$ cat src/ofp_pkg.sv
// Shared constants, register map and types for the oscillator frequency programming block
package ofp_pkg;

   // ****************************************
   // Timing
   // ****************************************
   localparam int CLK_KHZ      = 40000;
   localparam int RECAL_MAX_MS = 10;
   localparam int RECAL_CYCLES = RECAL_MAX_MS * CLK_KHZ;

   // ****************************************
   // Core oscillator limits and window
   // ****************************************
   localparam int          FDCO_MIN_MHZ    = 4850;
   localparam int          FDCO_MAX_MHZ    = 5670;
   localparam int          KHZ_PER_MHZ     = 1000;
   localparam logic [63:0] FXTAL_KHZ       = 64'h000000000001BE6D;
   localparam int          PPM_WINDOW      = 3500;
   localparam int          PPM_SCALE       = 1000000;
   localparam int          FRACTIONAL_MULTIPLIER_W         = 38;
   localparam int          FRACTIONAL_MULTIPLIER_INT_BITS  = 10;
   localparam int          FRACTIONAL_MULTIPLIER_FRAC_BITS = 28;
   localparam logic [63:0] FDCO_MIN_FIX    =
      (64'(FDCO_MIN_MHZ) * 64'(KHZ_PER_MHZ)) << FRACTIONAL_MULTIPLIER_FRAC_BITS;
   localparam logic [63:0] FDCO_MAX_FIX    =
      (64'(FDCO_MAX_MHZ) * 64'(KHZ_PER_MHZ)) << FRACTIONAL_MULTIPLIER_FRAC_BITS;

   // ****************************************
   // Register map
   // ****************************************
   localparam logic [7:0] ADDR_BANK_STD   = 8'h07;
   localparam logic [7:0] ADDR_BANK_HI    = 8'h0D;
   localparam int         BANK_BYTES      = 6;
   localparam logic [7:0] ADDR_FREQ_CTRL  = 8'h87;
   localparam logic [7:0] ADDR_CORE_CTRL  = 8'h89;
   localparam int         HOLD_MULT_BIT   = 5;
   localparam int         APPLY_NEW_BIT   = 6;
   localparam int         FREEZE_CORE_BIT = 4;

   // Bank word layout, first byte is most significant
   localparam int HS_MSB = 47;
   localparam int HS_LSB = 45;
   localparam int N1_MSB = 44;
   localparam int N1_LSB = 38;
   localparam logic [3:0] HS_OFFSET = 4'h4;
   localparam logic [7:0] N1_OFFSET = 8'h01;

   // Factory default configuration
   localparam logic [2:0]         DEF_HS_CODE = 3'h0;
   localparam logic [6:0]         DEF_N1_CODE = 7'h07;
   localparam logic [FRACTIONAL_MULTIPLIER_W-1:0] DEF_FRACTIONAL_MULTIPLIER   = 38'h2BC011EB8;
   localparam logic [47:0]        DEF_WORD    = {DEF_HS_CODE, DEF_N1_CODE, DEF_FRACTIONAL_MULTIPLIER};

   // ****************************************
   // Types
   // ****************************************
   typedef struct packed {
      logic       stb;
      logic [7:0] addr;
      logic [7:0] data;
   } ofp_wr_t;

   typedef enum logic [1:0] {
      ST_RUN   = 2'b01,
      ST_RECAL = 2'b10
   } ofp_core_st_t;

   typedef enum logic [4:0] {
      SL_IDLE = 5'b00001,
      SL_RX   = 5'b00010,
      SL_ACK  = 5'b00100,
      SL_TX   = 5'b01000,
      SL_RACK = 5'b10000
   } ofp_sl_st_t;

   typedef enum logic [1:0] {
      PH_ADDR = 2'b00,
      PH_PTR  = 2'b01,
      PH_DATA = 2'b10
   } ofp_phase_t;

endpackage

$ cat src/ofp_serial_slave.sv
// Two-wire serial port slave: byte framing, register pointer, read address and write strobe
`timescale 1ns/10ps
`default_nettype none
module ofp_serial_slave
   import ofp_pkg::*;
#(
   parameter logic [6:0] SLAVE_ADDR = 7'h55
) (
   input  wire logic       mclk_i,
   input  wire logic       rstn_i,
   input  wire logic       scl_i,
   input  wire logic       sda_i,
   input  wire logic [7:0] rd_data_i,
   output var  logic       sda_oen_o,
   output var  ofp_wr_t    wr_o,
   output var  logic [7:0] rd_addr_o
);

   logic       scl_s1_reg;
   logic       scl_s2_reg;
   logic       scl_d_reg;
   logic       sda_s1_reg;
   logic       sda_s2_reg;
   logic       sda_d_reg;
   ofp_sl_st_t st_reg;
   ofp_phase_t phase_reg;
   logic [3:0] cnt_reg;
   logic [7:0] sh_reg;
   logic       rw_reg;
   logic       ack_ok_reg;
   logic       scl_rise;
   logic       scl_fall;
   logic       start_det;
   logic       stop_det;

   // ****************************************
   // Pin synchronisers
   // ****************************************
   always_ff @(posedge mclk_i or negedge rstn_i) begin
      if (!rstn_i) begin
         scl_s1_reg <= 1'b1;
         scl_s2_reg <= 1'b1;
         scl_d_reg  <= 1'b1;
         sda_s1_reg <= 1'b1;
         sda_s2_reg <= 1'b1;
         sda_d_reg  <= 1'b1;
      end else begin
         scl_s1_reg <= scl_i;
         scl_s2_reg <= scl_s1_reg;
         scl_d_reg  <= scl_s2_reg;
         sda_s1_reg <= sda_i;
         sda_s2_reg <= sda_s1_reg;
         sda_d_reg  <= sda_s2_reg;
      end
   end

   assign scl_rise  = scl_s2_reg & ~scl_d_reg;
   assign scl_fall  = ~scl_s2_reg & scl_d_reg;
   assign start_det = scl_s2_reg & scl_d_reg & sda_d_reg & ~sda_s2_reg;
   assign stop_det  = scl_s2_reg & scl_d_reg & ~sda_d_reg & sda_s2_reg;

   // ****************************************
   // Byte engine
   // ****************************************
   always_ff @(posedge mclk_i or negedge rstn_i) begin
      if (!rstn_i) begin
         st_reg     <= SL_IDLE;
         phase_reg  <= PH_ADDR;
         cnt_reg    <= 4'h0;
         sh_reg     <= 8'h00;
         rw_reg     <= 1'b0;
         ack_ok_reg <= 1'b0;
         sda_oen_o  <= 1'b1;
         wr_o       <= '0;
         rd_addr_o  <= 8'h00;
      end else begin
         wr_o.stb <= 1'b0;
         if (start_det) begin
            st_reg    <= SL_RX;
            phase_reg <= PH_ADDR;
            cnt_reg   <= 4'h0;
            sda_oen_o <= 1'b1;
         end else if (stop_det) begin
            st_reg    <= SL_IDLE;
            sda_oen_o <= 1'b1;
         end else begin
            case (st_reg)
               SL_RX: begin
                  if (scl_rise) begin
                     sh_reg  <= {sh_reg[6:0], sda_s2_reg};
                     cnt_reg <= cnt_reg + 4'h1;
                  end else if (scl_fall && cnt_reg == 4'h8) begin
                     cnt_reg <= 4'h0;
                     case (phase_reg)
                        PH_ADDR: begin
                           if (sh_reg[7:1] == SLAVE_ADDR) begin
                              rw_reg    <= sh_reg[0];
                              phase_reg <= PH_PTR;
                              sda_oen_o <= 1'b0;
                              st_reg    <= SL_ACK;
                           end else begin
                              st_reg <= SL_IDLE;
                           end
                        end
                        PH_PTR: begin
                           rd_addr_o <= sh_reg;
                           phase_reg <= PH_DATA;
                           sda_oen_o <= 1'b0;
                           st_reg    <= SL_ACK;
                        end
                        default: begin
                           // Pointer advances so multi-byte writes fill a bank in order
                           wr_o      <= '{stb: 1'b1, addr: rd_addr_o, data: sh_reg};
                           rd_addr_o <= rd_addr_o + 8'h01;
                           sda_oen_o <= 1'b0;
                           st_reg    <= SL_ACK;
                        end
                     endcase
                  end
               end
               SL_ACK: begin
                  if (scl_fall) begin
                     if (rw_reg) begin
                        sh_reg    <= rd_data_i;
                        rd_addr_o <= rd_addr_o + 8'h01;
                        sda_oen_o <= rd_data_i[7];
                        cnt_reg   <= 4'h0;
                        st_reg    <= SL_TX;
                     end else begin
                        sda_oen_o <= 1'b1;
                        st_reg    <= SL_RX;
                     end
                  end
               end
               SL_TX: begin
                  if (scl_fall) begin
                     if (cnt_reg == 4'h7) begin
                        sda_oen_o <= 1'b1;
                        st_reg    <= SL_RACK;
                     end else begin
                        sh_reg    <= {sh_reg[6:0], 1'b0};
                        sda_oen_o <= sh_reg[6];
                        cnt_reg   <= cnt_reg + 4'h1;
                     end
                  end
               end
               SL_RACK: begin
                  if (scl_rise) begin
                     ack_ok_reg <= ~sda_s2_reg;
                  end else if (scl_fall) begin
                     if (ack_ok_reg) begin
                        sh_reg    <= rd_data_i;
                        rd_addr_o <= rd_addr_o + 8'h01;
                        sda_oen_o <= rd_data_i[7];
                        cnt_reg   <= 4'h0;
                        st_reg    <= SL_TX;
                     end else begin
                        st_reg <= SL_IDLE;
                     end
                  end
               end
               default: begin
                  sda_oen_o <= 1'b1;
               end
            endcase
         end
      end
   end

endmodule // ofp_serial_slave
`default_nettype wire

$ cat src/ofp_top.sv
// Oscillator frequency programming: multiplier bank, hold and freeze, recalibration, output clock
//
// Functional notes
// Output frequency is crystal times multiplier over the two dividers' product.
// Core frequency is the fixed crystal frequency times the multiplier.
// Core stays within 4.85 to 5.67 GHz using a 38-bit multiplier.
// Changes within 3500 ppm of center keep the output running uninterrupted.
// Larger changes recalibrate; output stops up to 10 ms, restarts arbitrary phase.
// A finished recalibration makes the new setting the new center.
// Glitch-sensitive downstream logic should be reset after recalibration.
// Device starts at a factory default, changeable over the serial port.
// Power cycling discards programming and restores the factory default.
// Host changes only the multiplier for small changes, dividers untouched.
// Multiplier bank at 7 to 12, or 13 to 18 on tight variant.
// Host scales the current multiplier by new over current frequency.
// Host computes multiplier with at least 38 bits of precision.
// Without hold, each written multiplier byte takes effect on arrival.
// Control 135 bit 5 set holds the multiplier in effect.
// While held, host writes the complete new multiplier.
// Clearing bit 5 releases the hold and applies the whole word at once.
// Bit 4 of register 137 freezes the core for large changes.
// Host unfreezes and sets bit 6 of 135 within the timeout.
// Host picks high-speed divider 4,5,6,7,9,11; output divider 1 or even.
// Multiplier has 10 integer bits above 28 fraction bits.
`timescale 1ns/10ps
`default_nettype none
module ofp_top
   import ofp_pkg::*;
#(
   parameter int         RECAL_CYCLES_P = RECAL_CYCLES,
   parameter logic       HIGH_STAB      = 1'b0,
   parameter logic [6:0] SLAVE_ADDR     = 7'h55  // Arbitrary bus address
) (
   input  wire logic mclk_i,
   input  wire logic rstn_i,
   input  wire logic scl_i,
   input  wire logic sda_i,
   output var  logic sda_o,
   output var  logic sda_oen_o,
   output var  logic clk_out_o,
   output var  logic recal_busy_o
);

   localparam logic [7:0] BANK_BASE = HIGH_STAB ? ADDR_BANK_HI : ADDR_BANK_STD;

   ofp_wr_t              wr;
   logic [7:0]           rd_addr;
   logic [7:0]           rd_data_reg;
   logic [7:0]           stage_reg [BANK_BYTES];
   logic [47:0]          stage_word;
   logic [FRACTIONAL_MULTIPLIER_W-1:0]   st_fractional_multiplier;
   logic [2:0]           st_hs;
   logic [6:0]           st_n1;
   logic                 hold_mult_reg;
   logic                 apply_new_reg;
   logic                 freeze_core_reg;
   ofp_core_st_t         core_st_reg;
   logic [23:0]          recal_cnt_reg;
   logic [FRACTIONAL_MULTIPLIER_W-1:0]   act_fractional_multiplier_reg;
   logic [2:0]           act_hs_reg;
   logic [6:0]           act_n1_reg;
   logic [FRACTIONAL_MULTIPLIER_W-1:0]   center_reg;
   logic [FRACTIONAL_MULTIPLIER_W-1:0]   acc_reg;
   logic [FRACTIONAL_MULTIPLIER_W:0]     acc_sum;
   logic [11:0]          div_total;
   logic [11:0]          div_cnt_reg;
   logic [11:0]          div_cnt_next;
   logic [FRACTIONAL_MULTIPLIER_W-1:0]   dev;
   logic [7:0]           wr_idx;
   logic [7:0]           rd_idx;
   logic                 wr_ctrl;
   logic                 wr_core;
   logic                 small_step;
   logic                 div_same;
   logic                 differs;
   logic                 st_ok;
   logic                 recal_done;

   // ****************************************
   // Helpers
   // ****************************************
   function automatic logic core_in_range(input logic [FRACTIONAL_MULTIPLIER_W-1:0] m);
      logic [63:0] f;
      f = 64'(m) * FXTAL_KHZ;
      return (f >= FDCO_MIN_FIX) && (f <= FDCO_MAX_FIX);
   endfunction

   // ****************************************
   // Serial port
   // ****************************************
   ofp_serial_slave #(
      .SLAVE_ADDR (SLAVE_ADDR)
   ) u_slave (
      .mclk_i    (mclk_i),
      .rstn_i    (rstn_i),
      .scl_i     (scl_i),
      .sda_i     (sda_i),
      .rd_data_i (rd_data_reg),
      .sda_oen_o (sda_oen_o),
      .wr_o      (wr),
      .rd_addr_o (rd_addr)
   );

   // Open-drain: only ever drives low
   always_ff @(posedge mclk_i or negedge rstn_i) begin
      if (!rstn_i) begin
         sda_o <= 1'b0;
      end else begin
         sda_o <= 1'b0;
      end
   end

   // ****************************************
   // Register file
   // ****************************************
   assign wr_idx  = wr.addr - BANK_BASE;
   assign rd_idx  = rd_addr - BANK_BASE;
   assign wr_ctrl = wr.stb && (wr.addr == ADDR_FREQ_CTRL);
   assign wr_core = wr.stb && (wr.addr == ADDR_CORE_CTRL);

   // Reset is the power cycle: programming is lost, default returns
   always_ff @(posedge mclk_i or negedge rstn_i) begin
      if (!rstn_i) begin
         for (int i = 0; i < BANK_BYTES; i++) begin
            stage_reg[i] <= DEF_WORD[47-8*i -: 8];
         end
      end else if (wr.stb && wr_idx < 8'(BANK_BYTES)) begin
         stage_reg[wr_idx[2:0]] <= wr.data;
      end
   end

   always_ff @(posedge mclk_i or negedge rstn_i) begin
      if (!rstn_i) begin
         hold_mult_reg   <= 1'b0;
         freeze_core_reg <= 1'b0;
      end else begin
         if (wr_ctrl) begin
            hold_mult_reg <= wr.data[HOLD_MULT_BIT];
         end
         if (wr_core) begin
            freeze_core_reg <= wr.data[FREEZE_CORE_BIT];
         end
      end
   end

   // Software set wins over the completion clear
   always_ff @(posedge mclk_i or negedge rstn_i) begin
      if (!rstn_i) begin
         apply_new_reg <= 1'b0;
      end else if (wr_ctrl && wr.data[APPLY_NEW_BIT]) begin
         apply_new_reg <= 1'b1;
      end else if (recal_done) begin
         apply_new_reg <= 1'b0;
      end
   end

   always_ff @(posedge mclk_i or negedge rstn_i) begin
      if (!rstn_i) begin
         rd_data_reg <= 8'h00;
      end else if (rd_idx < 8'(BANK_BYTES)) begin
         rd_data_reg <= stage_reg[rd_idx[2:0]];
      end else if (rd_addr == ADDR_FREQ_CTRL) begin
         rd_data_reg <= 8'(({7'h00, apply_new_reg} << APPLY_NEW_BIT)
                         | ({7'h00, hold_mult_reg} << HOLD_MULT_BIT));
      end else if (rd_addr == ADDR_CORE_CTRL) begin
         rd_data_reg <= 8'({7'h00, freeze_core_reg} << FREEZE_CORE_BIT);
      end else begin
         rd_data_reg <= 8'h00;
      end
   end

   // ****************************************
   // Change classification
   // ****************************************
   assign stage_word = {stage_reg[0], stage_reg[1], stage_reg[2],
                        stage_reg[3], stage_reg[4], stage_reg[5]};
   assign st_fractional_multiplier   = stage_word[FRACTIONAL_MULTIPLIER_W-1:0];
   assign st_hs      = stage_word[HS_MSB:HS_LSB];
   assign st_n1      = stage_word[N1_MSB:N1_LSB];
   assign dev        = (st_fractional_multiplier >= center_reg) ? st_fractional_multiplier - center_reg
                                                : center_reg - st_fractional_multiplier;
   assign small_step = 64'(dev) * 64'(PPM_SCALE) <= 64'(center_reg) * 64'(PPM_WINDOW);
   assign div_same   = (st_hs == act_hs_reg) && (st_n1 == act_n1_reg);
   assign differs    = (st_fractional_multiplier != act_fractional_multiplier_reg) || !div_same;
   assign st_ok      = core_in_range(st_fractional_multiplier);
   assign recal_done = (core_st_reg == ST_RECAL)
                       && (recal_cnt_reg == 24'(RECAL_CYCLES_P - 1));

   // ****************************************
   // Core control
   // ****************************************
   always_ff @(posedge mclk_i or negedge rstn_i) begin
      if (!rstn_i) begin
         core_st_reg   <= ST_RUN;
         recal_cnt_reg <= 24'h000000;
         act_fractional_multiplier_reg <= DEF_FRACTIONAL_MULTIPLIER;
         act_hs_reg    <= DEF_HS_CODE;
         act_n1_reg    <= DEF_N1_CODE;
         center_reg    <= DEF_FRACTIONAL_MULTIPLIER;
         recal_busy_o  <= 1'b0;
      end else begin
         case (core_st_reg)
            ST_RUN: begin
               recal_cnt_reg <= 24'h000000;
               if (!freeze_core_reg && apply_new_reg) begin
                  core_st_reg  <= ST_RECAL;
                  recal_busy_o <= 1'b1;
               end else if (!freeze_core_reg && !hold_mult_reg && differs && st_ok) begin
                  if (small_step && div_same) begin
                     act_fractional_multiplier_reg <= st_fractional_multiplier;
                  end else begin
                     core_st_reg  <= ST_RECAL;
                     recal_busy_o <= 1'b1;
                  end
               end
            end
            ST_RECAL: begin
               recal_cnt_reg <= recal_cnt_reg + 24'h000001;
               if (recal_done) begin
                  // Out-of-range staging keeps the old setting as the center
                  if (st_ok) begin
                     act_fractional_multiplier_reg <= st_fractional_multiplier;
                     act_hs_reg    <= st_hs;
                     act_n1_reg    <= st_n1;
                     center_reg    <= st_fractional_multiplier;
                  end else begin
                     center_reg <= act_fractional_multiplier_reg;
                  end
                  core_st_reg  <= ST_RUN;
                  recal_busy_o <= 1'b0;
               end
            end
            default: begin
               core_st_reg  <= ST_RUN;
               recal_busy_o <= 1'b0;
            end
         endcase
      end
   end

   // ****************************************
   // Core oscillator model and output divider
   // ****************************************
   // Crystal scaled to mclk/2^10 so one core tick never exceeds one cycle
   assign acc_sum      = {1'b0, acc_reg} + {1'b0, act_fractional_multiplier_reg};
   assign div_total    = 12'(4'(act_hs_reg) + HS_OFFSET) * 12'(8'(act_n1_reg) + N1_OFFSET);
   assign div_cnt_next = (div_cnt_reg == div_total - 12'h001) ? 12'h000
                                                              : div_cnt_reg + 12'h001;

   always_ff @(posedge mclk_i or negedge rstn_i) begin
      if (!rstn_i) begin
         acc_reg <= '0;
      end else begin
         acc_reg <= acc_sum[FRACTIONAL_MULTIPLIER_W-1:0];
      end
   end

   always_ff @(posedge mclk_i or negedge rstn_i) begin
      if (!rstn_i) begin
         div_cnt_reg <= 12'h000;
         clk_out_o   <= 1'b0;
      end else if (core_st_reg != ST_RUN) begin
         div_cnt_reg <= 12'h000;
         clk_out_o   <= 1'b0;
      end else if (acc_sum[FRACTIONAL_MULTIPLIER_W]) begin
         div_cnt_reg <= div_cnt_next;
         clk_out_o   <= div_cnt_next < (div_total >> 1);
      end
   end
endmodule // ofp_top
`default_nettype wire

$ cat config.mk
export PLATFORM = sky130hd
export DESIGN_NAME = ofp_top
export DESIGN_NICKNAME = d
export VERILOG_FILES = /design/src/ofp_pkg.sv /design/src/ofp_serial_slave.sv /design/src/ofp_top.sv
export SDC_FILE = /design/constraint.sdc
export NUM_CORES = 2
export LEC_CHECK = 0
export BUFFER_PORTS_ARGS = -buffer_cell sky130_fd_sc_hd__buf_2
export CAP_MARGIN = 25
export CORE_UTILIZATION = 55
export DETAILED_ROUTE_END_ITERATION = 10
export GPL_TIMING_DRIVEN = 0
export PLACE_DENSITY = 0.7
export SYNTH_ARGS = -nofsm -noshare
export SYNTH_HDL_FRONTEND = slang
export SYNTH_SLANG_ARGS = --single-unit
$ cat constraint.sdc
create_clock -name mclk_i -period 13.8 [get_ports mclk_i]
set_input_delay 1.38 -clock mclk_i [delete_from_list [all_inputs] [get_ports mclk_i]]
set_output_delay 1.38 -clock mclk_i [all_outputs]
set_load 0.05 [all_outputs]
==> impl_results.rst <==
.. list-table::
   :header-rows: 1

   * - Metric
     - Value
   * - Number of instances in the placed design
     - 6,792
   * - Critical path capture point
     - act_fractional_multiplier_reg[20]$_DFFE_PN0P_
   * - Remaining number of nets flagged by the antenna check after routing
     - 0
   * - Starting Density
     - 0.557
   * - Setup Skew
     - 0.0248 ns
   * - Final critical-path setup slack
     - about 0.44 ns
   * - Worst path depth
     - 50
   * - Layout Nets
     - 6,988
   * - Die footprint
     - 94,100 µm²
   * - Global-route wire length before repair
     - 220 mm
   * - Kind of critical path
     - reg -> reg
   * - Share of final-layout standard cells stronger than drive strength 1
     - 0.0697
   * - Min Tclk post-route
     - 13.36 ns
   * - HP Start
     - u_slave.scl_s1_reg$_DFF_PN1_
   * - Leading cell type in the layout, fill and taps excluded
     - sky130_fd_sc_hd__inv_1
   * - Share of the yosys chip area belonging to registers
     - 0.136
   * - CP max FO
     - 12
   * - Hold-critical path depth
     - 0
   * - Number of inserted diodes
     - 0
   * - Post-CTS Hold Buffers
     - 0
   * - Final setup viols
     - 0
   * - Arrival time worst endpoint
     - 13.80 ns
   * - Asr flop ratio synth
     - 1.00
   * - Total clock sinks
     - around 280
   * - Share of power burned in registers
     - 0.503
   * - Number of antenna violations at the first check in global routing
     - 1
   * - Number of library cell types mapped by synthesis
     - 106
   * - Yosys Warn Count
     - 0
   * - Final cell count without fillers
     - 6,854
   * - Count of pins on the block boundary
     - 8
   * - Period utilization
     - 0.968
   * - Mean number of vias per cell
     - 5.72
   * - Worst reg2reg path endpoint
     - act_fractional_multiplier_reg[20]$_DFFE_PN0P_
   * - Total count of max-transition violations in the final report
     - 0
   * - Post-Route Utilization
     - 0.592
   * - Starting DRT DRC Count
     - 2,907
   * - RSZ-0062 raised after global routing
     - false
   * - Peak ir drop on the vdd network
     - between 90 and 100 µV
   * - Placed Instance Area
     - approximately 53,000 µm²
   * - 1st-pass router iterations
     - 5
   * - Placement Rows
     - 111
   * - Area of the core
     - 91,800 µm²
   * - Via count of the first global-routing pass
     - 40,766
   * - Reg2Reg Depth
     - 50
   * - Die span in y
     - approximately 310 µm
   * - Count of flip-flops with a built-in enable after synthesis
     - 0
   * - Synthesis-stage register bit count
     - 275
   * - Drc violations
     - 0
   * - DRT Wirelength
     - 135 mm
   * - Die span in x
     - 307 µm
   * - Type of the tightest min-delay check
     - reg -> reg
   * - Slowest cell on crit path
     - sky130_fd_sc_hd__dfrtp_1
   * - Transition time at the pin with the least slew margin
     - 1.05 ns
   * - CTS tree
     - yes
   * - Bufs on Longest Clock Path
     - 3
   * - Startpoint class of the critical path
     - register
   * - Data required time at the worst endpoint
     - 14.24 ns
   * - Critical Path Max Stage Delay
     - about 0.87 ns
   * - Post-DP HPWL
     - about 120 mm
   * - Detail-routed net length per standard cell
     - 19.7 µm
   * - Proportion of power drawn by the clock network
     - 0.468
   * - Total routing usage reported by global routing
     - 0.294
   * - Number of hold violations in the final report
     - 0
   * - Kind of cell adding the most delay to the critical path
     - compound AO/OA/AOI/OAI gates
   * - Most used cells in the layout excluding fill and tap cells
     - sky130_fd_sc_hd__inv_1 (1,035), sky130_fd_sc_hd__ha_1 (696), sky130_fd_sc_hd__fa_1 (683), sky130_fd_sc_hd__nand2_1 (327), sky130_fd_sc_hd__a21oi_1 (308)
   * - Number of H-tree levels
     - 1
   * - Pin count of the biggest net entering global routing
     - ~120
   * - Most frequently used flop master after synthesis
     - sky130_fd_sc_hd__dfrtp_1
   * - Cell count after synthesis
     - 5,535
   * - Worst-path clk slew
     - 0.06 ns
   * - Count of buffers inserted at the top-level ports
     - 6
   * - Leak Pwr
     - 28.8 nW
   * - Internal Power
     - 0.00127 W
   * - Remaining global-route overflow
     - 0
   * - Syn_area_per_cell
     - 9.23 µm²
   * - Root Buffer
     - sky130_fd_sc_hd__clkbuf_16
   * - Worst Setup SP
     - st_fractional_multiplier[23]$_DFFE_PN0P_
   * - Max Clk Rate
     - 0.0749 GHz
   * - Endpoint type of the worst setup path
     - register
   * - Number of max-capacitance violations reported
     - 0
   * - Insertion delay of the later-clocked pin in the worst-skew pair
     - 0.58 ns
   * - Switching Power
     - 0.000372 W
   * - Worst slack after detailed placement
     - -2.68 ns
   * - Result of the run
     - finished clean
   * - Proportion of power drawn by combinational gates
     - 0.029
   * - Netlist area before placement
     - 51,100 µm²
   * - Clock buffer count from CTS
     - 28
   * - Cell with the most instances on the worst path
     - sky130_fd_sc_hd__inv_1
   * - Placer congestion estimate
     - 0.941
   * - Worst flop-to-flop path startpoint
     - st_fractional_multiplier[23]$_DFFE_PN0P_
   * - Layout fillers
     - ~8,000
   * - Max-slew headroom at the worst pin
     - 0.291
   * - Combined buffer and inverter count along the critical path
     - 10
   * - Slack of the worst reg-to-reg path
     - 0.44 ns
   * - P&R area growth vs syn
     - 6.39%
   * - Via Count
     - 39,223
   * - Power Density
     - 30.2 nW/µm²
   * - Layout Cell Area excl Fill
     - 54,400 µm²
   * - Net switching share of the total power
     - 0.227
## area by class of cell
cell class	instances	area [µm²]	area share
tap	1243	1560	0.0286
sequential	275	7050	0.130
multi-input combinational	4068	40000	0.735
clock inverter	7	77.6	0.00143
timing repair buffer	44	363	0.00667
inverter	1045	3930	0.0723
clock buffer	42	845	0.0155
buffer	130	588	0.0108
## cells in the mapped netlist (all sizes together), types with 49 or more instances
cell type  instances  area [µm²]
inv             1042        3910
ha               708        8860
fa               684       13700
nand2            328        1230
a21oi            313        1590
nor2             258         968
o21ai            252        1260
dfrtp            215        5380
xnor2            213        1870
a21o             156        1170
clkbuf           116         438
nand4            115         734
xor2             110         971
o211ai           100         771
nand3             75         375
mux2              65         803
dfstp             60        1580
nor3              57         285
o21bai            49         368
## cells by family (layout without fill, tap and decap cells)
kind of cell | count (synthesis) | after routing | synth area share
AOI/OAI and AO/OA | 1130 | 1130 | 0.143
xor gates and xnor gates | 326 | 326 | 0.0569
adders and majority gates | 1397 | 1397 | 0.442
buffers and inverters | 1193 | 1268 | 0.0886
DFF | 275 | 275 | 0.136
muxes | 116 | 116 | 0.0279
other | 1 | 2 | 0.0000734
and+or+nand+nor | 1097 | 1097 | 0.105
## metal layers
layer / vias up / GRT usage / routed length, µm
met5: - / 0 / 0
met4: 0 / 0.0988 / 5170
met3: 263 / 0.0231 / 5660
met2: 986 / 0.499 / 64600
met1: 19337 / 0.397 / 59400
li1: 18637 / - / -
## worst min-delay path by stage
stage | slack, ns | to
floorplan | 0.35 | u_slave.scl_s2_reg$_DFF_PN1_
global placement | 0.35 | u_slave.sda_s2_reg$_DFF_PN1_
detailed placement | 0.35 | u_slave.scl_s2_reg$_DFF_PN1_
CTS | 0.36 | u_slave.scl_s2_reg$_DFF_PN1_
global route | 0.36 | u_slave.sda_s2_reg$_DFF_PN1_
finish | 0.35 | u_slave.scl_s2_reg$_DFF_PN1_
## metrics by stage
stage	hold slack, ns	setup TNS (ns)	power (W)
2_1_floorplan	0.345	0	0.000863
3_3_place_gp	0.346	-102.30	0.000887
3_5_place_dp	0.347	-101.39	0.000890
4_1_cts	0.355	0	0.00166
5_1_grt	0.361	0	0.00169
6_report	0.355	0	0.00164
## repair_timing
item                       4_1_cts  5_1_grt
pin swaps                        6        9
setup endpoints to repair       40       39
setup buffers                    9       20
cloned                           0        1
gates resized for setup         66       86
## power groups by stage
stage	sequential, W	clock (W)	combinational (W)
2_1_floorplan	0.000840	0	0.0000227
5_1_grt	0.000828	0.000810	0.0000561
4_1_cts	0.000827	0.000782	0.0000493
3_3_place_gp	0.000841	0	0.0000460
6_report	0.000827	0.000769	0.0000480
3_5_place_dp	0.000841	0	0.0000493
No activity file was read; power rests on OpenSTA's default activity.
